### src/flash_access_consts.vh
// Constants for the program flash table access block
`ifndef FLASH_ACCESS_CONSTS_VH
`define FLASH_ACCESS_CONSTS_VH
// Register select codes on the core register port
`define REG_NVM_CONTROL    3'h0
`define REG_NVM_UNLOCK_KEY 3'h1
`define REG_TABLE_LATCH    3'h2
`define REG_PTR_LOW        3'h3
`define REG_PTR_HIGH       3'h4
`define REG_PTR_UPPER      3'h5
// Control register bit positions
`define BIT_PROG_SEL  7
`define BIT_CFG_SEL   6
`define BIT_ROW_ERASE 4
`define BIT_ABORT     3
`define BIT_UNLOCK    2
`define BIT_PROG_GO   1
`define BIT_READ_GO   0
// Pointer update modes
`define PTR_KEEP     2'h0
`define PTR_POST_INC 2'h1
`define PTR_POST_DEC 2'h2
`define PTR_PRE_INC  2'h3
// Unlock key bytes
`define KEY_FIRST  8'h55
`define KEY_SECOND 8'hAA
// Geometry
`define PTR_WIDTH  22
`define HOLD_COUNT 8
// Long write time
`define LONG_WRITE_NS 2000000
`define CLK_PERIOD_NS 5
`define LONG_WRITE_CYCLES (`LONG_WRITE_NS / `CLK_PERIOD_NS)
`endif

### src/flash_table_access.v
// Program flash table read/write, row erase and block write control
`include "flash_access_consts.vh"

module flash_table_access #(
  parameter LONG_CYCLES = `LONG_WRITE_CYCLES
) (
  // Clock and reset
  input  wire        ref_clk_in,
  input  wire        rst_n_in,
  // Core register port
  input  wire        reg_wr_in,
  input  wire        reg_rd_in,
  input  wire [2:0]  reg_sel_in,
  input  wire [7:0]  reg_wdata_in,
  output reg  [7:0]  reg_rdata_out,
  // Table instructions
  input  wire        table_read_op_in,
  input  wire        table_write_op_in,
  input  wire [1:0]  ptr_mode_in,
  // Flash array read port
  output reg  [21:0] mem_rd_addr_out,
  input  wire [7:0]  mem_rd_data_in,
  // Flash array program/erase port
  output reg         mem_erase_out,
  output reg         mem_program_out,
  output reg  [21:0] mem_block_addr_out,
  output reg  [63:0] mem_block_data_out,
  // EEPROM read strobe
  output reg         eeprom_read_out,
  // Core status
  output reg         fetch_stall_out,
  output reg         nvm_done_flag_out,
  input  wire        nvm_done_clear_in,
  // Power-on marker and abort flag keeper
  input  wire        por_in,
  output reg         write_abort_flag_out
);

////////////////////////////////////////////////////////////////////////////////
// Pointer arithmetic on the low 21 bits only
function [21:0] ptr_step;
  input [21:0] ptr;
  input        down;
  begin
    if (down)
      ptr_step = {ptr[21], ptr[20:0] - 21'h000001};
    else
      ptr_step = {ptr[21], ptr[20:0] + 21'h000001};
  end
endfunction

// Register port write strobe for one select code
function wr_hit;
  input       wr;
  input [2:0] sel;
  input [2:0] code;
  begin
    wr_hit = wr && (sel == code);
  end
endfunction

////////////////////////////////////////////////////////////////////////////////
// Sequencer states: idle, timed long operation, one-cycle completion
localparam ST_IDLE = 2'h0;
localparam ST_LONG = 2'h1;
localparam ST_DONE = 2'h2;

// Control register fields
reg        prog_sel_reg;
reg        cfg_sel_reg;
reg        row_erase_reg;
reg        unlock_reg;
reg        prog_go_reg;
reg        read_go_reg;

// Table path state
reg [7:0]  table_latch_reg;
reg [21:0] table_pointer_reg;
reg [7:0]  hold_reg [0:`HOLD_COUNT-1];
reg        table_read_op_pend;

// Unlock and long-operation sequencer
reg [1:0]  key_state_reg;
reg [1:0]  state_reg;
reg [31:0] timer_reg;
reg        erase_op_reg;

// Survives rst_n_in so the edge after a reset still sees a running operation
reg        busy_seen_reg;
integer    i;

wire unlocked      = (key_state_reg == 2'h2);
wire ctrl_wr       = wr_hit(reg_wr_in, reg_sel_in, `REG_NVM_CONTROL);
wire start_prog    = ctrl_wr && reg_wdata_in[`BIT_PROG_GO] && unlock_reg && unlocked &&
                     (state_reg == ST_IDLE);
wire start_read    = ctrl_wr && reg_wdata_in[`BIT_READ_GO] && !reg_wdata_in[`BIT_PROG_SEL] &&
                     !prog_go_reg;
wire [21:0] pre_ptr = (ptr_mode_in == `PTR_PRE_INC) ?
                      ptr_step(table_pointer_reg, 1'b0) : table_pointer_reg;
wire [63:0] hold_flat = {hold_reg[7], hold_reg[6], hold_reg[5], hold_reg[4],
                         hold_reg[3], hold_reg[2], hold_reg[1], hold_reg[0]};

////////////////////////////////////////////////////////////////////////////////
// Abort flag survives rst_n_in, cleared by por_in; set if a reset lands mid-operation
// Not cleared by rst_n_in: the first edge in reset must see the old state
always @(posedge ref_clk_in)
begin
  if (por_in)
    busy_seen_reg <= 1'b0;
  else
    busy_seen_reg <= (state_reg == ST_LONG);
end

always @(posedge ref_clk_in)
begin
  if (por_in)
    write_abort_flag_out <= 1'b0;
  else if (!rst_n_in && busy_seen_reg)
    write_abort_flag_out <= 1'b1;
  else if (rst_n_in && ctrl_wr && !reg_wdata_in[`BIT_ABORT])
    write_abort_flag_out <= 1'b0;
end

// Space selects are kept across reset so a failure can be diagnosed
always @(posedge ref_clk_in)
begin
  if (por_in)
  begin
    prog_sel_reg <= 1'b0;
    cfg_sel_reg  <= 1'b0;
  end
  else if (rst_n_in && ctrl_wr)
  begin
    prog_sel_reg <= reg_wdata_in[`BIT_PROG_SEL];
    cfg_sel_reg  <= reg_wdata_in[`BIT_CFG_SEL];
  end
end

////////////////////////////////////////////////////////////////////////////////
// Control, unlock sequence and long-write timer
always @(posedge ref_clk_in or negedge rst_n_in)
begin
  if (!rst_n_in)
  begin
    row_erase_reg      <= 1'b0;
    unlock_reg         <= 1'b0;
    prog_go_reg        <= 1'b0;
    read_go_reg        <= 1'b0;
    key_state_reg      <= 2'h0;
    state_reg          <= ST_IDLE;
    timer_reg          <= 32'h00000000;
    erase_op_reg       <= 1'b0;
    fetch_stall_out    <= 1'b0;
    mem_erase_out      <= 1'b0;
    mem_program_out    <= 1'b0;
    mem_block_addr_out <= 22'h000000;
    mem_block_data_out <= 64'h0000000000000000;
    eeprom_read_out    <= 1'b0;
    nvm_done_flag_out  <= 1'b0;
  end
  else
  begin
    mem_erase_out   <= 1'b0;
    mem_program_out <= 1'b0;
    eeprom_read_out <= 1'b0;

    // Unlock key: 55h then AAh, then program go on a control write that is the very next register write
    if (wr_hit(reg_wr_in, reg_sel_in, `REG_NVM_UNLOCK_KEY))
    begin
      if (reg_wdata_in == `KEY_FIRST)
        key_state_reg <= 2'h1;
      else if (reg_wdata_in == `KEY_SECOND && key_state_reg == 2'h1)
        key_state_reg <= 2'h2;
      else
        key_state_reg <= 2'h0;
    end
    else if (reg_wr_in)
      key_state_reg <= 2'h0;

    // Plain control fields
    if (ctrl_wr)
    begin
      row_erase_reg <= reg_wdata_in[`BIT_ROW_ERASE];
      unlock_reg    <= reg_wdata_in[`BIT_UNLOCK];
    end

    // One-cycle EEPROM read, hardware clears
    if (start_read)
    begin
      read_go_reg     <= 1'b1;
      eeprom_read_out <= 1'b1;
    end
    else
      read_go_reg <= 1'b0;

    // Long write or erase sequencer
    case (state_reg)
      ST_IDLE:
      begin
        if (start_prog)
        begin
          prog_go_reg     <= 1'b1;
          fetch_stall_out <= 1'b1;
          erase_op_reg    <= reg_wdata_in[`BIT_ROW_ERASE];
          timer_reg       <= 32'h00000000;
          state_reg       <= ST_LONG;
        end
      end
      ST_LONG:
      begin
        // Unlock may be cleared here without effect
        if (timer_reg == LONG_CYCLES - 1)
          state_reg <= ST_DONE;
        else
          timer_reg <= timer_reg + 32'h00000001;
      end
      ST_DONE:
      begin
        if (erase_op_reg)
        begin
          mem_erase_out      <= 1'b1;
          mem_block_addr_out <= {table_pointer_reg[21:6], 6'h00};
          row_erase_reg      <= 1'b0;
        end
        else
        begin
          mem_program_out    <= 1'b1;
          mem_block_addr_out <= {table_pointer_reg[21:3], 3'h0};
          mem_block_data_out <= hold_flat;
        end
        prog_go_reg       <= 1'b0;
        fetch_stall_out   <= 1'b0;
        nvm_done_flag_out <= 1'b1;
        state_reg         <= ST_IDLE;
      end
      default:
        state_reg <= ST_IDLE;
    endcase

    // Completion wins over a clear in the same cycle
    if (nvm_done_clear_in && state_reg != ST_DONE)
      nvm_done_flag_out <= 1'b0;
  end
end

////////////////////////////////////////////////////////////////////////////////
// Table latch, pointer and holding registers
always @(posedge ref_clk_in or negedge rst_n_in)
begin
  if (!rst_n_in)
  begin
    table_latch_reg   <= 8'h00;
    table_pointer_reg <= 22'h000000;
    mem_rd_addr_out   <= 22'h000000;
    for (i = 0; i < `HOLD_COUNT; i = i + 1)
      hold_reg[i] <= 8'hFF;
  end
  else
  begin
    // Core writes to the latch and pointer bytes
    if (wr_hit(reg_wr_in, reg_sel_in, `REG_TABLE_LATCH))
      table_latch_reg <= reg_wdata_in;
    if (wr_hit(reg_wr_in, reg_sel_in, `REG_PTR_LOW))
      table_pointer_reg[7:0] <= reg_wdata_in;
    if (wr_hit(reg_wr_in, reg_sel_in, `REG_PTR_HIGH))
      table_pointer_reg[15:8] <= reg_wdata_in;
    if (wr_hit(reg_wr_in, reg_sel_in, `REG_PTR_UPPER))
      table_pointer_reg[21:16] <= reg_wdata_in[5:0];

    // Table operation: address out, holding register, pointer update
    if (table_read_op_in || table_write_op_in)
    begin
      mem_rd_addr_out <= pre_ptr;
      if (table_write_op_in)
        hold_reg[pre_ptr[2:0]] <= table_latch_reg;
      case (ptr_mode_in)
        `PTR_POST_INC: table_pointer_reg <= ptr_step(table_pointer_reg, 1'b0);
        `PTR_POST_DEC: table_pointer_reg <= ptr_step(table_pointer_reg, 1'b1);
        `PTR_PRE_INC:  table_pointer_reg <= pre_ptr;
        default:       table_pointer_reg <= table_pointer_reg;
      endcase
    end
    else if (table_read_op_pend)
      table_latch_reg <= mem_rd_data_in;
  end
end

// Read data returns one cycle after the address is presented
always @(posedge ref_clk_in or negedge rst_n_in)
begin
  if (!rst_n_in)
    table_read_op_pend <= 1'b0;
  else
    table_read_op_pend <= table_read_op_in;
end

////////////////////////////////////////////////////////////////////////////////
// Register read-back
always @(posedge ref_clk_in or negedge rst_n_in)
begin
  if (!rst_n_in)
    reg_rdata_out <= 8'h00;
  else if (reg_rd_in)
  begin
    case (reg_sel_in)
      `REG_NVM_CONTROL:
        reg_rdata_out <= {prog_sel_reg, cfg_sel_reg, 1'b0, row_erase_reg,
                          write_abort_flag_out, unlock_reg, prog_go_reg, read_go_reg};
      `REG_NVM_UNLOCK_KEY: reg_rdata_out <= 8'h00;
      `REG_TABLE_LATCH:    reg_rdata_out <= table_latch_reg;
      `REG_PTR_LOW:        reg_rdata_out <= table_pointer_reg[7:0];
      `REG_PTR_HIGH:       reg_rdata_out <= table_pointer_reg[15:8];
      `REG_PTR_UPPER:      reg_rdata_out <= {2'h0, table_pointer_reg[21:16]};
      default:             reg_rdata_out <= 8'h00;
    endcase
  end
end

endmodule // flash_table_access

### config.mk
export PLATFORM = sky130hd
export DESIGN_NAME = flash_table_access
export DESIGN_NICKNAME = d
export VERILOG_FILES = /design/src/flash_table_access.v
export VERILOG_INCLUDE_DIRS = /design/src /design/src/src
export SDC_FILE = /design/constraint.sdc
export NUM_CORES = 1
export LEC_CHECK = 0
export BUFFER_PORTS_ARGS = -buffer_cell sky130_fd_sc_hd__buf_2
export CORE_MARGIN = 1
export CORE_UTILIZATION = 55
export DETAILED_ROUTE_END_ITERATION = 8
export GPL_TIMING_DRIVEN = 0
export HOLD_SLACK_MARGIN = 0.03
export PLACE_DENSITY_LB_ADDON = 0.12
export RECOVER_POWER = 50
export SKIP_LAST_GASP = 1
export SYNTH_ARGS = -nofsm -noshare
export SYNTH_HDL_FRONTEND = slang
export SYNTH_SLANG_ARGS = --single-unit
### constraint.sdc
create_clock -name ref_clk_in -period 2.85 [get_ports ref_clk_in]
set_input_delay 0.285 -clock ref_clk_in [delete_from_list [all_inputs] [get_ports ref_clk_in]]
set_output_delay 0.285 -clock ref_clk_in [all_outputs]
set_load 0.01 [all_outputs]
# == Yosys cells after proc, flatten, opt, wreduce, memory -nomap -nowiden ==
# Index checks and enable logic that the tools add are counted.
# totals
latch_bits,0
mem_bits_ro,0
regBits,259
n_memories,0
out_inout_bits,122
ramBits,0
in_bits,29
# classes
n_bitwise,2
reduce_logical,44
div,0
n_mux,38
add_sub_neg,3
magnitude_cmp,2
n_eq_ne,23
shift,0
multipliers,0
# op_table
op,count
$pmux W22 S3,1
$bwmux W64,1
$mux W32,2
$pmux W32 S2,1
$mux W8,6
$pmux W8 S5,1
$add A32 B1 Y32 const B,1
$eq A32 B19 Y1 const B,1
$demux W8 S3,1
$mux W22,1
$add A21 B1 Y21 const B,1
$mux W21,1
$sub A21 B1 Y21 const B,1
$logic_and A1 B1 Y1,19
$reduce_and A2 Y1,8
$reduce_bool A2 Y1,8
$mux W1,13
$mux W2,6
$mux W6,2
$ne A2 B2 Y1 const B,6
$eq A2 B2 Y1 const B,4
$eq A8 B7 Y1 const B,1
$eq A8 B8 Y1 const B,1
$eq A2 B1 Y1 const B,3
17 further kinds,22

# == Longest topological paths before layout ==
# Gate-level depths: netlist of the first run.
# depth
word_depth,8
mapped_depth,9
mapped_depth_nobuf,8

# == Least setup slack after synthesis of the first run ==
# Ideal clock, no wire load.
# synth_timing
kind,input to register
start,input reg_sel_in[2]
end,register timer_reg[30]
setup_ns,0.066
required_time_ns,2.784
slack_ns,0.323
t_arrival_ns,2.461
path_stages,7
path_buffers,2
cell_sequence,or4b_1 -> buf_2 -> or4_4 -> a2111o_1 -> buf_6 -> or4_1 -> nand2_1
# synth_between
elab_chain_cells,8
# synth_rtl
element,line_no,text
"start, declared",flash_table_access.v:13,"input wire [2:0] reg_sel_in,"
$logic_not A3 Y1,flash_table_access.v:58,wr_hit = wr && (sel == code);
$logic_and A1 B1 Y1,flash_table_access.v:58,
$logic_and A1 B1 Y1 (4 in series),flash_table_access.v:94,wire start_prog = ctrl_wr && reg_wdata_in[`BIT_PROG_GO] && unlock_reg && unlocked &&
$ne A2 B2 Y1 (no line),-,
$reduce_and A3 Y1 (no line),-,
"end signal, assigned",flash_table_access.v:215,timer_reg <= timer_reg + 32'h00000001;
"end, declared",flash_table_access.v:85,reg [31:0] timer_reg;
# No other way between the ends.
# A chain may end at the register's enable or synchronous reset.

# == Worst setup path in the final report of the first run ==
# layout_timing
start,register table_pointer_reg[1]
end,register table_pointer_reg[19]
# layout_between
elab_chain_cells,4
word_cells_on_any_way,5
cone_classes,add/sub (2); mux (3)
# layout_rtl
element,line_no,text
"start, declared",flash_table_access.v:78,reg [21:0] table_pointer_reg;
"start signal, assigned",flash_table_access.v:264,table_pointer_reg[7:0] <= reg_wdata_in;
"start signal, assigned",flash_table_access.v:277,"`PTR_POST_INC: table_pointer_reg <= ptr_step(table_pointer_reg, 1'b0);"
"start signal, assigned",flash_table_access.v:278,"`PTR_POST_DEC: table_pointer_reg <= ptr_step(table_pointer_reg, 1'b1);"
$add A21 B1 Y21,-,
$mux W21,flash_table_access.v:98,wire [21:0] pre_ptr = (ptr_mode_in == `PTR_PRE_INC) ?
$pmux W22 S3 *,flash_table_access.v:276,case (ptr_mode_in)
$mux W22 *,flash_table_access.v:271,if (table_read_op_in || table_write_op_in)
# Mark *: on every way between the ends. The rest lies on a longest branch, timed or not. The select of a mux whose other input is x is not followed.

==> results by group, run 1 <==
Final layout
  • Post-route cell area: 14290 µm²
  • Syn-to-layout area delta: 17.88%
  • Storage element area: 6466 µm²
  • Layout cells sized above 1: 28.65%
  • Final design utilization: 67.13%
  • Multi-input combinational cell area: 5305 µm²
  • Layout Nets: 1350
  • Layout fillers: 1713

Worst setup path
  • Crit-path cells: clkbuf_1 -> nor3_2 -> nand4_1 -> nor3_1 -> a21oi_1 -> or3_1 -> a22o_1
  • CP Class: reg -> reg
  • R2R setup slack: 40 ps
  • CP bufs+invs: 1
  • Reg-to-reg startpoint: table_pointer_reg[1]$_DFFE_PN0P_
  • RR Endpoint: table_pointer_reg[19]$_DFFE_PN0P_
  • Slowest cell on crit path: nor3_2
  • Data arrival time of the critical path: 3240 ps
  • Required time worst endpoint: 3280 ps
  • CP Capture Type: flop
  • Crit path max fanout: 10
  • Crit path launch type: flop
  • FF-to-FF path depth: 7
  • CP max stage delay: 530 ps
  • Crit path from: table_pointer_reg[1]$_DFFE_PN0P_
  • Top delay family on crit path: simple AND/OR/NAND/NOR gates

Synth
  • Synth async-reset ratio: 98.44%
  • Seq/Total Area, Yosys: 53.34%
  • Synth top area share: 38.81%
  • Post-Syn Area: 12120 µm²
  • Synth area leader: dfrtp_1
  • Ys flop type: dfrtp_1
  • Syn avg cell area: 10.81 µm²
  • Synthesized flop and latch total: 256
  • Commonest cells in the synthesized netlist: 188 x dfrtp_1, 149 x mux2_2, 121 x nand2_1, 71 x nor2_1, 65 x clkbuf_1
  • Leading post-synthesis cells by cell area: dfrtp_1 39%, dfstp_2 14%, mux2_2 14%, nand2_1 3.7%, o21ai_0 2.6%
  • Netlist cell types: 61
  • Most common cell in the netlist: dfrtp_1
  • Post-synth EDFFs: 0
  • Synth Instances: 1121
  • Ys Warns: 0

Timing
  • Unrepaired setup endpoints after global routing: true
  • Final worst-path cycle share: 98.56%
  • Fmax: 0.3560 GHz
  • Setup_tns: 0 ps
  • Endpoints failing setup: 0
  • Final clock skew: 7.224 ps
  • Slew margin rel.: -11.92%
  • Fin crit period: 2809 ps
  • Fin. max-slew vios: 128
  • Worst-Margin Slew: 1679 ps
  • Final hold vios: 0

Power
  • Power, Total: 10.79 mW
  • LEAKAGE: 6.171 nW
  • PwrDens: 755.0 nW/µm²
  • Worst vdd ir: 0.4718 mV

Routing
  • Post-route ant nets: 0
  • WL/cell: 19.73 µm
  • Vias per cell: 5.824
  • DRC violations left: 0
  • 1st-iter DRT viols: 652
  • DR pass1 iterations: 5
  • Routed via count: 9394
  • Detailed Route WL: 31830 µm

Clocking
  • Root Driver: clkbuf_16
  • Clk_lat worst skew: 550 ps
  • Cts bufs inserted: 27
  • CTS tree: done
  • Clock transition at path regs: 60 ps
  • Clk sinks: 256
  • Maximum root-to-sink buffer count: 3
  • H-tree levels: 1

Floorplan
  • Die Wd: 150.5 µm
  • Area of the die: 22640 µm²
  • Ports: 151
  • Starting Density: 56.94%
  • Rows: 53
  • Die Y: 150.5 µm
  • Placeable Area: 21290 µm²

Hold path
  • Worst Hold Launch: reg_wdata_in[7]
  • Hold Path Stages: 2
  • Hold crit path type: in -> reg
  • Worst Hold Endpoint: read_go_reg$_DFF_PN0_

GRT
  • Vias in the first global route: 9042
  • Global-route usage over all layers: 29.19%
  • Largest net degree at the start of global routing: 128
  • Initial antenna violation count: 1
  • Grt ovf: 0
  • Global-route wire length before repair: 50600 µm

Run status
  • Failing checks: capacitance limit, slew limit
  • Outcome: finished with violations

Placement
  • IO Port Bufs: 146
  • Placer Congestion: 0.9287
  • Dpl cell area: 13270 µm²
  • Detail Placement HPWL: 22170 µm

Run
  • Max-cap violation count: 1
[per-layer routing]
metal	up-vias	routed length, µm	track usage, %
met4	0	742	7.879
met2	337	14310	45.09
li1	4387	-	-
met3	54	2259	5.727
met1	4616	14520	41.92
met5	-	0	0
[worst register-to-register path: stages, from the launching register on]
cell and delay, ps:
dfrtp_1 410, clkbuf_1 270, nor3_2 530, nand4_1 370, nor3_1 450, a21oi_1 110, or3_1 320, a22o_1 240
[where the power goes]
group	switching (mW)	internal [mW]	total, mW
Sequential	0.391	4.59	4.98
Combinational	1.37	0.914	2.28
Clock	1.49	2.03	3.52
Total	3.25	7.53	10.8
[final cells by class]
type	instances	share of cell area [%]
repair buffers	165	6.103
diodes	1	0.01751
well taps	275	2.408
clock buffers	36	5.455
inverters	21	0.5517
flip-flops and latches	256	45.25
plain buffers	78	2.198
clock inverters	14	0.8844
multi-input cells	767	37.13
[layout by cell type, fill, tap and decap left out, types with 22 or more instances in the layout]
| cell | instances |
|---|---|
| a21oi_1 | 33 |
| buf_2 | 102 |
| clkbuf_1 | 110 |
| clkbuf_16 | 27 |
| dfrtp_1 | 188 |
| dfstp_2 | 64 |
| mux2_2 | 149 |
| nand2_1 | 121 |
| nand3_1 | 42 |
| nand4_1 | 22 |
| nor2_1 | 70 |
| nor3_1 | 27 |
| o21ai_0 | 64 |
| xnor2_1 | 35 |
| xor2_1 | 26 |
[logic make-up after synthesis]
group | after synthesis | synth area share, %
flops | 256 | 53.34
xor+xnor | 61 | 4.407
other cells | 1 | 0.03094
fa+ha+maj | 5 | 0.5161
buf+inv | 100 | 3.262
mux | 162 | 14.92
compound gates | 169 | 8.733
simple gates | 367 | 14.79
[through the flow]
stage / hold slack [ps] / setup slack [ps] / std cells
after floorplan: -10.59 / 323.3 / 1123
after global placement: 433.1 / -2988 / 1544
after detailed placement: 93.00 / -142.5 / 1547
after CTS: 33.16 / 1.035 / 1611
after global routing: 53.69 / -61.56 / 1612
final: 56.40 / 41.05 / 1613
[worst max path at each step]
| stage | cells after the start | to |
|---|---|---|
| after floorplan | 7 | timer_reg[30]$_DFFE_PN0P_ |
| after global placement | 1 | mem_rd_addr_out[14]$_DFFE_PN0N_ |
| after detailed placement | 7 | table_pointer_reg[19]$_DFFE_PN0P_ |
| after CTS | 8 | table_pointer_reg[19]$_DFFE_PN0P_ |
| after global routing | 6 | table_pointer_reg[19]$_DFFE_PN0P_ |
| final | 7 | table_pointer_reg[19]$_DFFE_PN0P_ |
[repair_timing]
action / 4_1_cts / 5_1_grt
endpoints found under the hold margin: 207 / 0
pin swaps: 0 / 2
hold buffers: 14 / 0
endpoints found under the setup margin: 6 / 37
buffers inserted: 0 / 2
gates cloned: 0 / 0
resized for setup: 3 / 7
(Power assumes the default switching activity.)
==> run 2: changes to the inputs <==
Settings changed: ABC_AREA set to 1, SLEW_MARGIN set to 20.
==> run 2 against run 1 <==
The run now ends clean. Sequential power hardly changed. Clock-buffer cell count grew 3. Power rose by 0.68%. Final area is 2.7% higher. Cell count increased by 30%. Setup slack better by 370 ps. Hold slack got worse by 7.2 ps. Fmax increased by 15%. Combinational power is 2% higher. Sequential cell count unchanged. Area after synthesis is 4.1% higher. Clock skew increased by 2.8 ps. Critical endpoint is now hold_flat[45]$_DFFE_PN1P_. Highest routed layer unchanged.
==> results by group, run 2 <==
Run status
  • Outcome: complete, no violations

Timing
  • Fin. max-slew vios: 0 (-100%)
  • Final clock skew: 10.06 ps (+2.838 ps)
  • Hold slack: 49.15 ps (-7.249 ps)
  • Unrepaired setup endpoints after global routing: false
  • Slew margin rel.: 58.84% (+71 points)
  • Fmax: 0.4103 GHz (+15%)
  • Fin crit period: 2437 ps (-371.9 ps)
  • Final worst-path cycle share: 85.51% (-13 points)
  • Worst-Margin Slew: 617.3 ps (-1061 ps)
  • Endpoints failing setup: 0 (unchanged)
  • Final hold vios: 0 (unchanged)

GRT
  • Global-route usage over all layers: 31.46% (+2.3 points)
  • Largest net degree at the start of global routing: 103 (-20%)
  • Initial antenna violation count: 3 (+2)
  • Grt ovf: 0 (unchanged)
  • Vias in the first global route: 10671 (+18%)
  • Global-route wire length before repair: 58240 µm (+15%)

Worst setup path
  • Top delay family on crit path: buffers and inverters
  • Crit path launch type: flop
  • CP Class: reg -> reg
  • CP Capture Type: flop
  • Most common cell on crit path: nand2_1
  • Slowest cell on crit path: ha_1
  • Crit-path cells: buf_4 -> clkinv_1 -> ha_1 -> nand2_1 -> o21ai_2 -> nor2_2 -> nand2_1 -> buf_2 -> o21ai_0
  • CP bufs+invs: 3 (+2)
  • CP max stage delay: 440 ps (-90 ps)
  • Data arrival time of the critical path: 2890 ps (-350 ps)
  • Crit path max fanout: 10 (unchanged)
  • Required time worst endpoint: 3310 ps (+30 ps)

Power
  • LEAKAGE: 7.062 nW (+14%)
  • Power, Total: 10.86 mW (+0.68%)
  • PwrDens: 740.4 nW/µm² (-1.9%)
  • Worst vdd ir: 0.4821 mV (+2.2%)

Routing
  • Detailed Route WL: 36710 µm (+15%)
  • Routed via count: 11572 (+23%)
  • DRC violations left: 0 (unchanged)
  • 1st-iter DRT viols: 919 (+41%)
  • DR pass1 iterations: 5 (unchanged)
  • Post-route ant nets: 0 (unchanged)
  • Vias per cell: 5.516 (-5.3%)
  • WL/cell: 17.50 µm (-11%)

Floorplan
  • Area of the die: 23550 µm² (+4.0%)
  • Ports: 151 (unchanged)
  • Die Y: 153.5 µm (+2.0%)
  • Starting Density: 55.89% (-1.1 points)
  • Placeable Area: 22570 µm² (+6.0%)
  • Rows: 55 (+3.8%)
  • Die Wd: 153.5 µm (+2.0%)

Synth
  • Largest family of logic cells by synthesized area: simple AND/OR/NAND/NOR gates
  • Seq/Total Area, Yosys: 51.25% (-2.1 points)
  • Post-synth EDFFs: 0 (unchanged)
  • Post-Syn Area: 12620 µm² (+4.1%)
  • Post-Synth Adder-Cell Area: 0.4959% (-0.020 points)
  • Synth area leader: dfrtp_1
  • Post-Synth Simple-Gate Area: 29.22% (+14 points)
  • Synth Area in Compound Gates: 10.94% (+2.2 points)
  • Most common cell in the netlist: nand2_1
  • Netlist cell types: 47 (-23%)
  • Syn avg cell area: 7.895 µm² (-27%)
  • Commonest cells in the synthesized netlist: 566 x nand2_1, 188 x dfrtp_1, 152 x nor2_1, 115 x o21ai_0, 107 x inv_1
  • Ys Warns: 0 (unchanged)
  • Synth async-reset ratio: 98.44% (unchanged)
  • Synth top area share: 37.29% (-1.5 points)
  • Leading post-synthesis cells by cell area: dfrtp_1 37%, nand2_1 17%, dfstp_2 13%, o21ai_0 4.6%, nor2_1 4.5%
  • Ys flop type: dfrtp_1
  • Synthesized flop and latch total: 256 (unchanged)
  • Synth Instances: 1598 (+43%)
  • Post-synthesis xor/xnor area fraction: 1.656% (-2.8 points)
  • Post-synthesis mux area share: 0.08926% (-15 points)

Clocking
  • Clk sinks: 256 (unchanged)
  • Cts bufs inserted: 27 (unchanged)
  • Clock transition at path regs: 60 ps (about the same)
  • CTS tree: done
  • Clk_lat worst skew: 540 ps (about the same)
  • H-tree levels: 1 (unchanged)
  • Root Driver: clkbuf_16
  • Maximum root-to-sink buffer count: 3 (unchanged)

Final layout
  • Layout cells sized above 1: 14.36% (-14 points)
  • Commonest cells after routing, fill and taps aside: 566 x nand2_1, 188 x dfrtp_1, 152 x nor2_1, 128 x clkbuf_1, 115 x o21ai_0
  • Layout Nets: 1823 (+35%)
  • Layout Cells excl Fill: 2098 (+30%)
  • Syn-to-layout area delta: 16.28%
  • Most common cell after layout, fill and taps aside: nand2_1
  • Layout fillers: 2069 (+21%)

Placement
  • IO Port Bufs: 147 (+0.68%)
  • Number of placed cells counting well taps: 2034 (+31%)
  • Detail Placement HPWL: 26560 µm (+20%)
  • Placer Congestion: 0.9443 (+1.7%)

Hold path
  • Hold crit path type: in -> reg

Run
  • Max-cap violation count: 0 (-1)
-- run 2: changes by cell type in the layout (fill, tap and decap cells not counted), moves of 30 or more --
| cell | change |
|---|---|
| buf_2 | -30 |
| o21ai_0 | +51 |
| nor2_1 | +82 |
| o21ai_1 | +34 |
| nand3_1 | +48 |
| nand2_1 | +445 |
| inv_1 | +86 |
| xnor2_1 | -30 |
| mux2_2 | -148 |
-- run 2: path summary, 6_finish.rpt --
kind                            cells past startpoint  slack [ps]                                  to                        startpoint
worst max-delay path                                9         410           hold_flat[45]$_DFFE_PN1P_  table_pointer_reg[0]$_DFFE_PN0P_
worst min-delay path                                3          50        table_latch_reg[5]$_DFF_PN0_                   reg_wdata_in[5]
worst max register to register                      9         410           hold_flat[45]$_DFFE_PN1P_  table_pointer_reg[0]$_DFFE_PN0P_
worst min register to register                      2         450   write_abort_flag_out$_SDFFE_PP0P_          busy_seen_reg$_SDFF_PP0_
max in group asynchronous                           3        1600           hold_flat[50]$_DFFE_PN1P_                          rst_n_in
min in group asynchronous                           2         340  mem_block_data_out[21]$_DFFE_PN0P_                          rst_n_in
-- run 2: layer usage --
metal,vias up,GRT usage (%),wire [µm],part of all wire (%)
li1,5562,-,-,-
met1,5537,43.67,16040,44
met2,404,52.42,17550,48
met3,69,3.516,2194,6.0
met4,0,8.810,924,2.5
met5,-,0,0,0
-- run 2: report_power, final --
group	leakage, nW	total [mW]	switching (mW)	internal [mW]
sequential	3.08	4.98	0.405	4.57
combinational	3.53	2.33	1.62	0.719
clock	0.447	3.55	1.49	2.06
total	7.06	10.9	3.51	7.35
-- run 2: logic make-up after synthesis --
| family | count (synthesis) |
|---|---|
| simple gates | 888 |
| fa+ha+maj | 5 |
| other cells | 1 |
| mux | 1 |
| flops | 256 |
| compound gates | 240 |
| xor+xnor | 23 |
| buf+inv | 184 |
-- run 2: stage by stage --
stage	util (%)	area, µm²	TNS [ps]	setup slack, ps
2_1_floorplan	-	12620	0	989.9
3_3_place_gp	60.77	13720	-652870	-2974
3_5_place_dp	61.05	13780	0	471.4
4_1_cts	65.53	14790	0	436.2
5_1_grt	64.98	14670	0	215.0
6_report	64.99	14670	0	413.0
-- run 2: cell type report --
type	instances	area [µm²]	area share [%]
plain buffers	65	347.8	2.371
clock buffers	39	802.0	5.467
diodes	3	7.507	0.05117
well taps	285	356.6	2.431
clock inverters	11	98.84	0.6738
flip-flops and latches	256	6466	44.08
inverters	119	446.7	3.045
multi-input cells	1160	5360	36.54
repair buffers	160	784.5	5.348
-- run 2: tightest hold or removal path, delay by kind of cell --
| family | cells | cell delay, ps |
|---|---|---|
| buffers and inverters | 1 | 120 |
| AO/OA/AOI/OAI | 1 | 70 |
| AND/OR/NAND/NOR | 1 | 60 |
-- run 2: repair_timing --
| item | CTS | global route |
|---|---|---|
| resized for setup | 0 | 0 |
| endpoints found under the hold margin | 69 | 0 |
| hold buffers | 11 | 0 |
| setup buffers | 0 | 0 |
==> run 3: changes to the inputs <==
==> constraint.sdc (replaced) <==
create_clock -name ref_clk_in -period 2.85 [get_ports ref_clk_in]
set_input_delay 0.1425 -clock ref_clk_in [delete_from_list [all_inputs] [get_ports ref_clk_in]]
set_output_delay 0.1425 -clock ref_clk_in [all_outputs]
set_load 0.01 [all_outputs]
==> run 3 against run 2 <==
Via count rose by 0.50%. Non-clock buffer count up 17. Sequential power barely moved. Utilization grew 0.53 points. Critical endpoint unchanged. Global-route usage rose by 0.25 points. Die area did not move. Routed wire length grew 0.86%. Largest power group unchanged. Cell count rose by 0.81%. Combinational power about the same. Final area up 0.82%. Highest routed layer unchanged. Fmax down 0.47%.
==> results by group, run 3 (synthesized netlist as in run 2, its figures left out) <==
Power
  • Power, Total: 10.89 mW (+0.27%)
  • LEAKAGE: 7.088 nW (+0.36%)
  • Comb power frac: 21.6% (about the same)
  • Worst vdd ir: 0.4787 mV (-0.71%)
  • Cell-internal power: 7.366 mW (+0.22%)
  • Clock power share: 32.7% (about the same)
  • PwrDens: 736.4 nW/µm² (-0.54%)
  • Sw Pwr: 3.525 mW (+0.38%)
  • Flop pwr share: 45.7% (about the same)
  • Switching Fraction: 32.37% (+0.036 points)

Worst setup path
  • CP Class: reg -> reg
  • Data arrival time of the critical path: 2910 ps (+20 ps)
  • Required time worst endpoint: 3310 ps (about the same)
  • CP max stage delay: 440 ps (about the same)
  • Crit path max fanout: 10 (unchanged)
  • Slowest cell on crit path: ha_1
  • Crit-path cells: buf_4 -> clkinv_1 -> ha_1 -> nand2_1 -> o21ai_2 -> nor2_2 -> nand2_1 -> buf_2 -> o21ai_0
  • Crit path launch type: flop
  • Most common cell on crit path: nand2_1
  • CP Capture Type: flop

GRT
  • Global-route usage over all layers: 31.71% (+0.25 points)
  • Global-route wire length before repair: 58770 µm (+0.91%)
  • Initial antenna violation count: 3 (unchanged)
  • Largest net degree at the start of global routing: 103 (unchanged)
  • Grt ovf: 0 (unchanged)
  • Vias in the first global route: 10780 (+1.0%)

Clocking
  • Cts bufs inserted: 27 (unchanged)
  • Maximum root-to-sink buffer count: 3 (unchanged)
  • H-tree levels: 1 (unchanged)
  • Clk_lat worst skew: 540 ps (about the same)
  • Setup Buffers After CTS: 0 (unchanged)
  • Root Driver: clkbuf_16
  • Clock transition at path regs: 70 ps (about the same)
  • CTS tree: done
  • CTS resizes: 0 (unchanged)
  • Clk sinks: 256 (unchanged)
  • Hold-fix buffers, CTS: 28 (+17)

Hold path
  • Hold crit path type: in -> reg

Routing
  • DR pass1 iterations: 6 (+1)
  • WL/cell: 17.50 µm (about the same)
  • 1st-iter DRT viols: 1051 (+14%)
  • Post-route ant nets: 0 (unchanged)
  • Routed via count: 11630 (+0.50%)
  • Detailed Route WL: 37020 µm (+0.86%)
  • Vias per cell: 5.499 (-0.31%)
  • DRC violations left: 0 (unchanged)

Floorplan
  • Ports: 151 (unchanged)
  • Placeable Area: 22570 µm² (unchanged)
  • Die Y: 153.5 µm (unchanged)
  • Area of the die: 23550 µm² (unchanged)
  • Starting Density: 55.89% (unchanged)
  • Rows: 55 (unchanged)
  • Die Wd: 153.5 µm (unchanged)

Timing
  • Final clock skew: 9.987 ps (-0.07498 ps)
  • Final worst-path cycle share: 85.92% (+0.41 points)
  • Final hold vios: 0 (unchanged)
  • Worst-Margin Slew: 1357 ps (+739.3 ps)
  • Fin crit period: 2449 ps (+11.61 ps)
  • Worst Slack Setup Final: 401.4 ps (-11.61 ps)
  • Unrepaired setup endpoints after global routing: false
  • Endpoints failing setup: 0 (unchanged)
  • Fin. max-slew vios: 0 (unchanged)
  • Slew margin rel.: 9.555% (-49 points)
  • Hold slack: 87.25 ps (+38.10 ps)
  • Fmax: 0.4084 GHz (-0.47%)

Placement
  • Placement Setup Slack: 471.4 ps (unchanged)
  • Placer Congestion: 0.9443 (unchanged)
  • Dpl cell area: 13780 µm² (unchanged)
  • IO Port Bufs: 147 (unchanged)
  • Detail Placement HPWL: 26560 µm (unchanged)

Final layout
  • Layout fillers: 2047 (-1.1%)
  • Syn-to-layout area delta: 17.24%
  • Commonest cells after routing, fill and taps aside: 566 x nand2_1, 188 x dfrtp_1, 152 x nor2_1, 136 x clkbuf_1, 115 x o21ai_0
  • Most common cell after layout, fill and taps aside: nand2_1
  • Post-route cell area: 14790 µm² (+0.82%)
  • Multi-input combinational cell area: 5360 µm² (unchanged)
  • Layout Nets: 1840 (+0.93%)
  • Storage element area: 6466 µm² (unchanged)
  • Layout cells sized above 1: 13.74% (-0.63 points)
  • Final design utilization: 65.53% (+0.53 points)

Run status
  • Outcome: complete, no violations

Run
  • Max-cap violation count: 0 (unchanged)
## run 3: power groups by stage
| stage | combinational, mW | clock (mW) | sequential, mW |
|---|---|---|---|
| 3_3_place_gp | 2.25 | 0 | 5.00 |
| 3_5_place_dp | 2.31 | 0 | 5.02 |
| 2_1_floorplan | 1.49 | 0 | 4.96 |
| 4_1_cts | 2.37 | 3.60 | 4.97 |
| 5_1_grt | 2.60 | 3.75 | 5.05 |
| 6_report | 2.36 | 3.56 | 4.98 |
## run 3: final cells by class
type / count / area share [%]
clock inverter: 11 / 0.6683
buffer: 65 / 2.369
tap: 285 / 2.411
inverter: 119 / 3.020
timing repair buffer: 177 / 6.099
sequential: 256 / 43.72
antenna: 3 / 0.05076
clock buffer: 39 / 5.423
multi-input combinational: 1160 / 36.24
## run 3: critical path: cells and delay by family (launching register included)
kind	cells	cell delay [ps]
buffers and inverters	3	760
DFF	1	350
AOI/OAI and AO/OA	2	270
adders and majority gates	1	440
and+or+nand+nor	3	540
## run 3: final timing paths
check | cells past startpoint | from | slack, ps | end
worst min-delay path | 4 | reg_sel_in[0] | 90 | key_state_reg[1]$_DFFE_PN0P_
worst min register to register | 2 | busy_seen_reg$_SDFF_PP0_ | 450 | write_abort_flag_out$_SDFFE_PP0P_
max in group asynchronous | 3 | rst_n_in | 860 | timer_reg[26]$_DFFE_PN0P_
min in group asynchronous | 2 | rst_n_in | 170 | mem_block_data_out[18]$_DFFE_PN0P_
worst max register to register | 9 | table_pointer_reg[0]$_DFFE_PN0P_ | 400 | hold_flat[45]$_DFFE_PN1P_
worst max-delay path | 9 | table_pointer_reg[0]$_DFFE_PN0P_ | 400 | hold_flat[45]$_DFFE_PN1P_
## run 3: routing by layer
layer	routed length, µm	GRT usage [%]
met3	2329	3.686
met1	16100	43.94
met4	969	9.238
met2	17620	52.66
met5	0	0
## run 3: stage by stage
| step | setup TNS, ps | cells |
|---|---|---|
| 2_1_floorplan | 0 | 1600 |
| 3_3_place_gp | -616540 | 2032 |
| 3_5_place_dp | 0 | 2034 |
| 4_1_cts | 0 | 2112 |
| 5_1_grt | 0 | 2114 |
| 6_report | 0 | 2115 |
